--- src/lsts_pkg.sv ---
// constants shared by the light sensor register bank and its helpers
// assumes one 100 MHz clock and a synchronous active-low reset
package lsts_pkg;

  // ----------------------------------------------------------------
  // serial bus identity and command codes
  // ----------------------------------------------------------------
  localparam logic [6:0] DEV_ADDR = 7'h10;
  localparam logic [7:0] CMD_CONFIG = 8'h00;
  localparam logic [7:0] CMD_UPPER = 8'h01;
  localparam logic [7:0] CMD_LOWER = 8'h02;
  localparam logic [7:0] CMD_SAVE = 8'h03;
  localparam logic [7:0] CMD_AMBIENT = 8'h04;
  localparam logic [7:0] CMD_WHITE = 8'h05;
  localparam logic [7:0] CMD_STATUS = 8'h06;

  // ----------------------------------------------------------------
  // field positions and reset values
  // ----------------------------------------------------------------
  localparam int SD_BIT = 0;
  localparam int IRQ_BIT = 1;
  localparam int SAVE_EN_BIT = 0;
  localparam int SAVE_LO = 1;
  localparam int SAVE_HI = 2;
  localparam int BYTE_MSB = 7;
  localparam logic [2:0] LAST_BIT = 3'h7;
  localparam logic [2:0] BIT_ONE = 3'h1;
  localparam logic [15:0] CONFIG_RST = 16'h0001;
  localparam logic [15:0] WORD_ZERO = 16'h0000;
  localparam logic [15:0] THRESH_RST = 16'h0000;
  localparam logic [2:0] SAVE_RST = 3'h0;
  localparam logic [12:0] SAVE_PAD = 13'h0000;
  localparam logic [13:0] STATUS_PAD = 14'h0000;

  // ----------------------------------------------------------------
  // serial slave states, one-hot
  // ----------------------------------------------------------------
  typedef enum logic [8:0] {
    ST_IDLE = 9'h001,
    ST_ADDR = 9'h002,
    ST_AACK = 9'h004,
    ST_CMD = 9'h008,
    ST_CACK = 9'h010,
    ST_WDAT = 9'h020,
    ST_WACK = 9'h040,
    ST_RDAT = 9'h080,
    ST_RACK = 9'h100
  } lsts_state_type;

endpackage

--- src/lsts_regs.sv ---
// serial slave and register bank of the ambient light sensor
// assumes scl_i and sda_i are already synchronous to clk and that
// the serial clock is far slower than clk
`timescale 1ns/1ps
`default_nettype none
module lsts_regs
  import lsts_pkg::*;
(
  input wire logic clk,
  input wire logic rst_n,
  input wire logic scl_i,
  input wire logic sda_i,
  output logic sda_o,
  output logic sda_oe,
  input wire logic meas_done,
  input wire logic [15:0] ambient_in,
  input wire logic [15:0] white_in,
  output logic [15:0] config_word,
  output logic shutdown,
  output logic threshold_irq_on,
  output logic saving_mode_on,
  output logic [1:0] saving_mode_select
);
  import lsts_pkg::*;

  // ----------------------------------------------------------------
  // declarations
  // ----------------------------------------------------------------
  lsts_state_type state_r;
  logic scl_q_r;
  logic sda_q_r;
  logic [7:0] shift_r;
  logic [2:0] bit_cnt_r;
  logic ack_on_r;
  logic rw_r;
  logic byte_hi_r;
  logic [7:0] cmd_r;
  logic [7:0] lo_r;
  logic [15:0] rd_word_r;
  logic sda_oe_r;
  logic sda_o_r;
  logic [15:0] conf_r;
  logic [15:0] upper_r;
  logic [15:0] lower_r;
  logic [2:0] save_r;
  logic [15:0] ambient_light;
  logic [15:0] white_light;
  logic sample_valid;
  logic below_bound_flag;
  logic above_bound_flag;

  // ----------------------------------------------------------------
  // bus condition decode
  // ----------------------------------------------------------------
  // start and stop are data edges while the clock stays high
  wire scl_rise = scl_i & ~scl_q_r;
  wire scl_fall = ~scl_i & scl_q_r;
  wire start = scl_i & scl_q_r & sda_q_r & ~sda_i;
  wire stop = scl_i & scl_q_r & ~sda_q_r & sda_i;

  // byte assembly, msb first on the wire
  wire [7:0] rx_byte = {shift_r[6:0], sda_i};
  wire byte_end = scl_rise & (bit_cnt_r == LAST_BIT);
  wire addr_hit = (rx_byte[7:1] == DEV_ADDR);

  // state qualifiers
  wire st_addr = (state_r == ST_ADDR);
  wire st_wdat = (state_r == ST_WDAT);
  wire st_rack = (state_r == ST_RACK);

  // read byte: low half first, high half second
  wire [7:0] rd_byte = byte_hi_r ? rd_word_r[15:8] : rd_word_r[7:0];
  wire [2:0] rd_idx = LAST_BIT - bit_cnt_r;

  // ----------------------------------------------------------------
  // write decode
  // ----------------------------------------------------------------
  // a word commits only on its high byte; extra byte pairs in the
  // same transfer simply rewrite the same register
  wire wr_commit = st_wdat & byte_end & byte_hi_r;
  wire [15:0] wr_word = {rx_byte, lo_r};
  wire we_conf = wr_commit & (cmd_r == CMD_CONFIG);
  wire we_upper = wr_commit & (cmd_r == CMD_UPPER);
  wire we_lower = wr_commit & (cmd_r == CMD_LOWER);
  wire we_save = wr_commit & (cmd_r == CMD_SAVE);
  // no write enable exists for the status word or the results

  // ----------------------------------------------------------------
  // read decode
  // ----------------------------------------------------------------
  wire [15:0] status_word = {below_bound_flag, above_bound_flag,
                             STATUS_PAD};
  wire [15:0] save_word = {SAVE_PAD, save_r};
  wire [15:0] rd_src =
    (cmd_r == CMD_CONFIG) ? conf_r :
    (cmd_r == CMD_UPPER) ? upper_r :
    (cmd_r == CMD_LOWER) ? lower_r :
    (cmd_r == CMD_SAVE) ? save_word :
    (cmd_r == CMD_AMBIENT) ? ambient_light :
    (cmd_r == CMD_WHITE) ? white_light :
    (cmd_r == CMD_STATUS) ? status_word :
    WORD_ZERO;

  // the high status byte being acknowledged or refused clears both flags
  wire status_clr = st_rack & scl_rise & byte_hi_r
                    & (cmd_r == CMD_STATUS);

  // ----------------------------------------------------------------
  // pin sampling
  // ----------------------------------------------------------------
  // previous levels for edge detection; the pins are already in the
  // clk domain, so no extra synchroniser stage is spent here
  always_ff @(posedge clk) begin
    if (!rst_n) begin
      scl_q_r <= 1'b1;
      sda_q_r <= 1'b1;
    end else begin
      scl_q_r <= scl_i;
      sda_q_r <= sda_i;
    end
  end

  // ----------------------------------------------------------------
  // serial slave state machine
  // ----------------------------------------------------------------
  // ack phases: first falling edge pulls sda low, second releases it or, after a read address, drives the first data bit
  always_ff @(posedge clk) begin
    if (!rst_n) begin
      state_r <= ST_IDLE;
      bit_cnt_r <= 3'h0;
      shift_r <= 8'h00;
      ack_on_r <= 1'b0;
      sda_oe_r <= 1'b0;
      rw_r <= 1'b0;
      byte_hi_r <= 1'b0;
      cmd_r <= 8'h00;
      rd_word_r <= WORD_ZERO;
    end else if (start) begin
      state_r <= ST_ADDR;
      bit_cnt_r <= 3'h0;
      ack_on_r <= 1'b0;
      sda_oe_r <= 1'b0;
    end else if (stop) begin
      state_r <= ST_IDLE;
      sda_oe_r <= 1'b0;
    end else begin
      case (state_r)
        ST_ADDR, ST_CMD, ST_WDAT: begin
          if (scl_rise) begin
            shift_r <= rx_byte;
            bit_cnt_r <= bit_cnt_r + BIT_ONE;
          end
          if (byte_end && st_addr) begin
            // foreign addresses are left alone until the next start
            state_r <= addr_hit ? ST_AACK : ST_IDLE;
            rw_r <= sda_i;
          end else if (byte_end && state_r == ST_CMD) begin
            cmd_r <= rx_byte;
            byte_hi_r <= 1'b0;
            state_r <= ST_CACK;
          end else if (byte_end) begin
            byte_hi_r <= ~byte_hi_r;
            state_r <= ST_WACK;
          end
        end
        ST_AACK, ST_CACK, ST_WACK: begin
          if (scl_fall && !ack_on_r) begin
            sda_oe_r <= 1'b1;
            ack_on_r <= 1'b1;
          end else if (scl_fall) begin
            ack_on_r <= 1'b0;
            sda_oe_r <= 1'b0;
            if (state_r != ST_AACK) begin
              state_r <= ST_WDAT;
            end else if (rw_r) begin
              // word frozen here so a new result cannot tear it
              rd_word_r <= rd_src;
              byte_hi_r <= 1'b0;
              sda_oe_r <= ~rd_src[BYTE_MSB];
              state_r <= ST_RDAT;
            end else begin
              state_r <= ST_CMD;
            end
          end
        end
        ST_RDAT: begin
          if (scl_rise) begin
            bit_cnt_r <= bit_cnt_r + BIT_ONE;
          end
          if (byte_end) begin
            state_r <= ST_RACK;
          end else if (scl_fall) begin
            sda_oe_r <= ~rd_byte[rd_idx];
          end
        end
        ST_RACK: begin
          if (scl_fall && !ack_on_r) begin
            sda_oe_r <= 1'b0;
          end else if (scl_fall) begin
            ack_on_r <= 1'b0;
            sda_oe_r <= ~rd_byte[BYTE_MSB];
            state_r <= ST_RDAT;
          end
          if (scl_rise && !sda_i) begin
            ack_on_r <= 1'b1;
            byte_hi_r <= ~byte_hi_r;
          end else if (scl_rise) begin
            state_r <= ST_IDLE;
          end
        end
        default: begin
          sda_oe_r <= 1'b0;
        end
      endcase
    end
  end

  // low data byte parked until its high partner arrives
  always_ff @(posedge clk) begin
    if (!rst_n) begin
      lo_r <= 8'h00;
    end else if (st_wdat && byte_end && !byte_hi_r) begin
      lo_r <= rx_byte;
    end
  end

  // open drain: the data level driven is always low
  always_ff @(posedge clk) begin
    if (!rst_n) begin
      sda_o_r <= 1'b0;
    end else begin
      sda_o_r <= 1'b0;
    end
  end

  // ----------------------------------------------------------------
  // register bank
  // ----------------------------------------------------------------
  // reserved power saving bits are not stored and read back as zero
  always_ff @(posedge clk) begin
    if (!rst_n) begin
      conf_r <= CONFIG_RST;
      upper_r <= THRESH_RST;
      lower_r <= THRESH_RST;
      save_r <= SAVE_RST;
    end else begin
      if (we_conf) conf_r <= wr_word;
      if (we_upper) upper_r <= wr_word;
      if (we_lower) lower_r <= wr_word;
      if (we_save) save_r <= wr_word[SAVE_HI:0];
    end
  end

  // ----------------------------------------------------------------
  // result hold and window detection
  // ----------------------------------------------------------------
  lsts_result_hold u_hold (
    .clk(clk),
    .rst_n(rst_n),
    .meas_done(meas_done),
    .ambient_in(ambient_in),
    .white_in(white_in),
    .shutdown(conf_r[SD_BIT]),
    .ambient_light(ambient_light),
    .white_light(white_light),
    .sample_valid(sample_valid)
  );

  lsts_window_cmp u_cmp (
    .clk(clk),
    .rst_n(rst_n),
    .sample_valid(sample_valid),
    .sample(ambient_light),
    .upper(upper_r),
    .lower(lower_r),
    .irq_on(conf_r[IRQ_BIT]),
    .clr(status_clr),
    .below_bound_flag(below_bound_flag),
    .above_bound_flag(above_bound_flag)
  );

  // ----------------------------------------------------------------
  // outputs
  // ----------------------------------------------------------------
  // the converter uses the mode select only while saving is on
  assign sda_o = sda_o_r;
  assign sda_oe = sda_oe_r;
  assign config_word = conf_r;
  assign shutdown = conf_r[SD_BIT];
  assign threshold_irq_on = conf_r[IRQ_BIT];
  assign saving_mode_on = save_r[SAVE_EN_BIT];
  assign saving_mode_select = save_r[SAVE_HI:SAVE_LO];

  // ----------------------------------------------------------------
  // checks
  // ----------------------------------------------------------------
  a_write_upper: assert property (@(posedge clk) disable iff (!rst_n)
    we_upper |=> upper_r == $past(wr_word))
    else $error("upper threshold not written");
  a_write_lower: assert property (@(posedge clk) disable iff (!rst_n)
    we_lower |=> lower_r == $past(wr_word))
    else $error("lower threshold not written");
  a_save_field: assert property (@(posedge clk) disable iff (!rst_n)
    we_save |=> saving_mode_select == $past(wr_word[SAVE_HI:SAVE_LO]))
    else $error("saving mode select wrong");
  a_save_enable: assert property (@(posedge clk) disable iff (!rst_n)
    we_save |=> saving_mode_on == $past(wr_word[SAVE_EN_BIT]))
    else $error("saving enable wrong");
  a_foreign_addr: assert property (@(posedge clk) disable iff (!rst_n)
    (st_addr && byte_end && !addr_hit) |=> state_r == ST_IDLE
      && !sda_oe_r)
    else $error("foreign address answered");
  a_read_lo_first: assert property (@(posedge clk) disable iff (!rst_n)
    (state_r == ST_AACK && scl_fall && ack_on_r && rw_r)
      |=> !byte_hi_r && sda_oe_r == !rd_word_r[BYTE_MSB])
    else $error("read does not open with low byte");
  a_read_ambient: assert property (@(posedge clk) disable iff (!rst_n)
    (state_r == ST_AACK && scl_fall && ack_on_r && rw_r
      && cmd_r == CMD_AMBIENT) |=> rd_word_r == $past(ambient_light))
    else $error("ambient read word wrong");
  a_status_ro: assert property (@(posedge clk) disable iff (!rst_n)
    (wr_commit && cmd_r == CMD_STATUS && !sample_valid)
      |=> !$rose(below_bound_flag) && !$rose(above_bound_flag))
    else $error("status flag set by write");

endmodule
`default_nettype wire

--- src/lsts_result_hold.sv ---
// holds the latest ambient and white results from the converter
// assumes meas_done is a one-cycle pulse with both results valid
`timescale 1ns/1ps
`default_nettype none
module lsts_result_hold
  import lsts_pkg::*;
(
  input wire logic clk,
  input wire logic rst_n,
  input wire logic meas_done,
  input wire logic [15:0] ambient_in,
  input wire logic [15:0] white_in,
  input wire logic shutdown,
  output logic [15:0] ambient_light,
  output logic [15:0] white_light,
  output logic sample_valid
);

  // ----------------------------------------------------------------
  // capture
  // ----------------------------------------------------------------
  // conversions finishing during shutdown are dropped, so the last
  // values stay readable until the sensor is woken again
  wire take = meas_done & ~shutdown;

  // result registers and the fresh-sample pulse
  always_ff @(posedge clk) begin
    if (!rst_n) begin
      ambient_light <= WORD_ZERO;
      white_light <= WORD_ZERO;
      sample_valid <= 1'b0;
    end else begin
      sample_valid <= take;
      if (take) begin
        ambient_light <= ambient_in;
        white_light <= white_in;
      end
    end
  end

  a_hold_shut: assert property (@(posedge clk) disable iff (!rst_n)
    shutdown |=> $stable(ambient_light) && $stable(white_light))
    else $error("result changed while shut down");
  a_fresh_take: assert property (@(posedge clk) disable iff (!rst_n)
    (meas_done && !shutdown) |=> sample_valid
      && ambient_light == $past(ambient_in))
    else $error("fresh result not taken");

endmodule
`default_nettype wire

--- src/lsts_window_cmp.sv ---
// window comparator with the two sticky crossing flags
// assumes clr is a one-cycle pulse from the status read
`timescale 1ns/1ps
`default_nettype none
module lsts_window_cmp
  import lsts_pkg::*;
(
  input wire logic clk,
  input wire logic rst_n,
  input wire logic sample_valid,
  input wire logic [15:0] sample,
  input wire logic [15:0] upper,
  input wire logic [15:0] lower,
  input wire logic irq_on,
  input wire logic clr,
  output logic below_bound_flag,
  output logic above_bound_flag
);

  // ----------------------------------------------------------------
  // detection
  // ----------------------------------------------------------------
  // thresholds only matter while detection is switched on
  wire check = sample_valid & irq_on;
  wire set_lo = check & (sample < lower);
  wire set_hi = check & (sample > upper);
  // set beats clear so a crossing in the same cycle as clr survives
  wire lo_nxt = set_lo | (below_bound_flag & ~clr);
  wire hi_nxt = set_hi | (above_bound_flag & ~clr);

  // sticky flags, cleared only by the status read
  always_ff @(posedge clk) begin
    if (!rst_n) begin
      below_bound_flag <= 1'b0;
      above_bound_flag <= 1'b0;
    end else begin
      below_bound_flag <= lo_nxt;
      above_bound_flag <= hi_nxt;
    end
  end

  a_low_set: assert property (@(posedge clk) disable iff (!rst_n)
    (sample_valid && irq_on && sample < lower) |=> below_bound_flag)
    else $error("low crossing not flagged");
  a_high_set: assert property (@(posedge clk) disable iff (!rst_n)
    (sample_valid && irq_on && sample > upper) |=> above_bound_flag)
    else $error("high crossing not flagged");
  a_irq_gate: assert property (@(posedge clk) disable iff (!rst_n)
    !irq_on |=> !$rose(below_bound_flag) && !$rose(above_bound_flag))
    else $error("flag set while detection off");

endmodule
`default_nettype wire

--- config.mk ---
export PLATFORM = sky130hd
export DESIGN_NAME = lsts_regs
export DESIGN_NICKNAME = d
export VERILOG_FILES = /design/src/lsts_pkg.sv /design/src/lsts_regs.sv /design/src/lsts_result_hold.sv /design/src/lsts_window_cmp.sv
export SDC_FILE = /design/constraint.sdc
export NUM_CORES = 1
export LEC_CHECK = 0
export BUFFER_PORTS_ARGS = -buffer_cell sky130_fd_sc_hd__buf_4
export CORE_UTILIZATION = 55
export CTS_CLUSTER_SIZE = 30
export DETAILED_ROUTE_END_ITERATION = 8
export GPL_TIMING_DRIVEN = 0
export PLACE_DENSITY_LB_ADDON = 0.05
export SYNTH_ARGS = -nofsm -noshare
export SYNTH_HDL_FRONTEND = slang
export SYNTH_SLANG_ARGS = --single-unit
export TNS_END_PERCENT = 1
--- constraint.sdc ---
create_clock -name clk -period 5.6 [get_ports clk]
set_input_delay 1.12 -clock clk [delete_from_list [all_inputs] [get_ports clk]]
set_output_delay 1.12 -clock clk [all_outputs]
set_load 0.03 [all_outputs]
## After elaboration in Yosys (flattened, before gate mapping)

Index checks and enable logic that the tools add are counted.

| cells by class | value |
|---|---|
| add/subtract/negate cells | 2 |
| magnitude comparators | 3 |
| equality and inequality tests | 35 |
| muxes and demuxes | 49 |
| bitwise gates (word level) | 42 |
| reduce and logical (&&, ||, !) cells | 29 |

Operators with widths:

| operator | number |
|---|---|
| $mux 16 | 7 |
| $mux 9 | 10 |
| $pmux 9 s4 | 1 |
| $eq 8x3->1 const B | 3 |
| $mux 8 | 3 |
| $and 1x1->1 | 23 |
| $mux 1 | 21 |
| $reduce_and 5->1 | 4 |
| $not 1->1 | 17 |
| $eq 8x2->1 const B | 2 |
| $gt 16x16->1 | 1 |
| $lt 16x16->1 | 1 |
| $ne 2x2->1 const B | 8 |
| $ne 4x4->1 const B | 4 |
| $reduce_and 10->1 | 1 |
| $eq 9x2->1 const B | 1 |
| $eq 9x3->1 const B | 1 |
| $eq 9x4->1 const B | 1 |
| $eq 9x5->1 const B | 1 |
| $eq 9x6->1 const B | 1 |
| $eq 9x7->1 const B | 1 |
| $eq 9x8->1 const B | 1 |
| $eq 9x9->1 const B | 1 |
| $ne 9x3->1 const B | 1 |
| other kinds (30) | 45 |

| word-level totals | value |
|---|---|
| bits in registers | 143 |
| bits of input ports | 37 |
| output and inout port bits | 23 |

## Longest topological paths before layout

| depth | value |
|---|---|
| depth after elaboration | 14 |
| gate-level depth with buffers | 10 |
| mapped depth without buffers | 8 |

## Hierarchy

Synthesis repeated with hierarchy kept, for this count alone.

| unflattened totals | value |
|---|---|
| cells, all modules | 941 |
| area total of the unflattened synthesis | 7831.3 sq um |

By module, submodules not included:

| module | times used | cells each | area each (sq um) |
|---|---|---|---|
| lsts_regs | 1 | 680 | 5619.1 |
| lsts_result_hold | 1 | 142 | 1347.5 |
| lsts_window_cmp | 1 | 119 | 864.6 |

## Least setup slack after synthesis

OpenSTA, ideal clock, no wires.

| path | value |
|---|---|
| kind | input to register |
| start point | in scl_i |
| end point | reg state_r[4] |
| setup time | 114 ps |
| data arrival time | 2561 ps |
| required time | 5486 ps |
| setup slack | 2924 ps |
| stages on the path | 8 |
| path through | nor2b_1 -> and2_1 -> clkbuf_1 -> o31ai_1 -> and3_1 -> buf_2 -> o21a_1 -> a2bb2o_4 |

| on the way | value |
|---|---|
| longest elaborated chain between the ends | 7 |
| elaborated cells between the ends (all ways) | 26 |
| those cells by class | 4 x eq/ne; 7 x mux; 9 x bitwise; 6 x reduce/logical |

Ends and longest elaborated chain:

| what | RTL line | source |
|---|---|---|
| start, declared | lsts_regs.sv:11 | `input wire logic scl_i,` |
| $not 1->1 | lsts_regs.sv:57 | `wire scl_fall = ~scl_i & scl_q_r;` |
| $and 1x1->1 | lsts_regs.sv:57 |  |
| $mux 9 / $logic_and 1x1->1 (equally long branches) | lsts_regs.sv:199, lsts_regs.sv:167, lsts_regs.sv:197 |  |
| $mux 9 | lsts_regs.sv:197 | `if (scl_fall && !ack_on_r) begin` |
| $mux 9 | lsts_regs.sv:207 | `end else if (scl_rise) begin` |
| $mux 9 | lsts_regs.sv:204 | `if (scl_rise && !sda_i) begin` |
| $pmux 9 s4 | lsts_regs.sv:147 | `case (state_r)` |
| end signal, assigned | lsts_regs.sv:155 | `state_r <= addr_hit ? ST_AACK : ST_IDLE;` |
| end, declared | lsts_regs.sv:29 | `lsts_state_type state_r;` |

Parallel ways exist; a longest one is shown, timed or not.
A chain may end at the register's enable or synchronous reset.

## Worst setup path after layout

Ends and elaborated chain as after synthesis.

==> out/results.tsv <==
metric	value	unit
nets	1043	
first_iter_violations	663	
max_slew_margin	39.5	%
power.leakage	3.31	nW
fmax	326	MHz
grt_antenna_before_repair	0	
ant_nets	0	
clockBufferDepth	2	
root_buffer	clkbuf_16	
grt_max_degree	17	
fin_skew	0.0137	ns
cts_resized	0	
r2r-start	bit_cnt_r[0]$_SDFFE_PP0P_	
die_x	119	µm
clk_pin_slew	0.06	ns
ys_ff_latch	143	
layout_common_cells	nand2_1, dfxtp_1, buf_4	
wl_met1	10600	µm
finalSetupTns	0	ns
p_clk_share	50.9	%
netlist_instances	897	
yosysTopAreaCell	dfxtp_1	
layout_commonest_cell	nand2_1	
crit_arrival	3.39	ns
swShare	24.7	%
area_growth	16.4	%
fin_area	8760	µm²
syn-num-nets	967	
p_switching	553	µW
final_max_slew_viol_count	0	
r2r_end	config_word[0]$_SDFFE_PN1P_	
grt_pass1_wl	38300	µm
fin_crit_sh	54.7	%
routedWlPerCell	21.2	µm
cts_setup_buffers	0	
cts.hold.buffers_added	0	
layout.cells.non_filler	1162	
yosys_most_used_dff	dfxtp_1	
hp-class	flop to flop	
criticalPathCategory	input pin to flop	
drive_gt1_share	14.9	%
overflow	0	
initial_core_util	56.6	%
grtUsageTotal	36.2	%
placed_cell_area	8180	µm²
highest_layer	met4	
setup.worst_path.end	state_r[4]$_SDFFE_PP0P_	
dr.pass1.iters	5	
cts_sinks	143	
intPower	1.69	mW
viasPerCell	6.20	
setup_viol	0	
report.final.hold_viol_count	0	
outcome	finished clean	
synth_area_leaders	dfxtp_1, nand2_1, a21boi_0	
avgSynthCellArea	8.39	µm²
required	5.93	ns
portBuffers	57	
worstSetupEndpointType	flop	
io_pins	60	
p_seq_share	45.5	%
tritoncts	yes	
yosys_warnings	0	
rsz0062_at_grt	false	
grt_pass1_vias	6912	
antenna_cells	0	
wl_met2	11300	µm
core_area	13300	µm²
yosys.area.top_type_share	38.0	%
ys_seq_area_share	38.0	%
cp-start-kind	input pin	
vdd_drop_max	0.000209	V
netlist_area	7530	µm²
cap_viol_max_count	0	
tightest_slew	0.899	ns
fin_crit	3.06	ns
rows	42	
cts_buffers	17	
r2r_setup_slack	2.84	ns
vias	7205	
wl_met3	1930	µm
r2r_cells	9	
placedCellCount	1130	
place.gp.congestion	0.999	
synth_cell_type_count	73	
async_reset_ff_share	0	%
synth_edf_count	0	
design.die.area	14200	µm²
insertion_delay	0.44	ns
totalWireLength	24700	µm
power_density	256	nW/µm²
drc	0	
critical_path.max_fanout	10	
comb_power_share	3.5	%
dpl.hpwl	18900	µm
htree_num_levels	4	
startpoint	scl_i	
die_y	119	µm
layout make-up:
type                    instances  area (µm²)
clock buffers                  17         425
flip-flops and latches        143        2860
repair buffers                 57         428
clock inverters                15         163
inverters                      37         139
plain buffers                  66         322
multi-input cells             651        4200
fillers                      1081        4530
well taps                     176         220
power groups by stage:
stage | sequential [mW] | combinational (mW) | clock [mW]
after floorplan | 1.04 | 0.0406 | 0
after global placement | 1.04 | 0.0753 | 0
after detailed placement | 1.04 | 0.0772 | 0
after CTS | 1.02 | 0.0776 | 1.15
after global routing | 1.02 | 0.0837 | 1.19
final | 1.02 | 0.0790 | 1.14
cell usage after synthesis (all sizes together), types with 3 or more instances:
cell and n:
nor2b 25, or4 3, and2 6, clkbuf 38, mux2 10, a22o 5
a21oi 21, dfxtp 143, mux4 5, nand2b 9, ha 33, a222oi 3
or3 3, and3 6, nand3 43, o211ai 4, a21boi 79, a221oi 14
nand3b 3, nor4 10, inv 37, nand2 195, xnor2 3, a31o 3
nor3 14, nor3b 3, a21o 4, mux2i 22, buf 28, nor2 27
nand4 7, o21ai 38, o31ai 4, a22oi 9, o211a 11
state kept, by name, summed over array words and instances, names as in the netlist, 3 cells and up:
| register | count |
|---|---|
| rd_word_r | 16 |
| cmd_r | 8 |
| state_r | 9 |
| config_word | 16 |
| save_r | 3 |
| u_hold.white_light | 16 |
| bit_cnt_r | 3 |
| lower_r | 16 |
| shift_r | 7 |
| lo_r | 8 |
| upper_r | 16 |
| u_hold.ambient_light | 16 |
how the worst min path moves through the flow:
stage / startpoint / to / slack [ns] / cells after the start
finish: upper_r[10]$_SDFFE_PN0P_ / upper_r[10]$_SDFFE_PN0P_ / 0.47 / 2
global route: lower_r[2]$_SDFFE_PN0P_ / lower_r[2]$_SDFFE_PN0P_ / 0.49 / 2
CTS: lower_r[2]$_SDFFE_PN0P_ / lower_r[2]$_SDFFE_PN0P_ / 0.47 / 2
detailed placement: cmd_r[5]$_SDFFE_PN0P_ / cmd_r[5]$_SDFFE_PN0P_ / 0.46 / 2
global placement: cmd_r[4]$_SDFFE_PN0P_ / cmd_r[4]$_SDFFE_PN0P_ / 0.45 / 2
floorplan: u_cmp.above_bound_flag$_SDFF_PN0_ / u_cmp.above_bound_flag$_SDFF_PN0_ / 0.43 / 2
cells by family after synthesis:
kind of cell,after synthesis,synth area share [%]
compound gates,214,20.8
xor+xnor,4,0.466
fa+ha+maj,33,5.49
buf+inv,103,6.12
flops,143,38.0
mux,37,5.92
other cells,1,0.0498
simple gates,362,23.2
critical path, cell delays in order:
cell and delay, ns:
buf_4 0.12, nor2b_1 0.42, and2_1 0.19, clkbuf_1 0.53, o31ai_1 0.17, and3_1 0.18, buf_2 0.16, o21a_1 0.26
a2bb2o_4 0.24
per-stage QoR:
| step | hold slack (ns) | power [mW] | utilization (%) | setup WS [ns] |
|---|---|---|---|---|
| final | 0.466 | 2.24 | 65.9 | 2.54 |
| after global routing | 0.493 | 2.29 | 65.9 | 2.54 |
| after CTS | 0.467 | 2.24 | 65.9 | 2.68 |
| after detailed placement | 0.458 | 1.12 | 61.5 | 2.22 |
| after global placement | 0.448 | 1.12 | 61.5 | 2.29 |
| after floorplan | 0.434 | 1.08 | - | 2.92 |
metal layers:
metal	track usage [%]	vias to the layer above
li1	-	3311
met1	47.2	3475
met2	57.1	339
met3	6.94	80
met4	17.9	0
met5	0	-
Note: power is estimated with default switching activity, not from simulation.
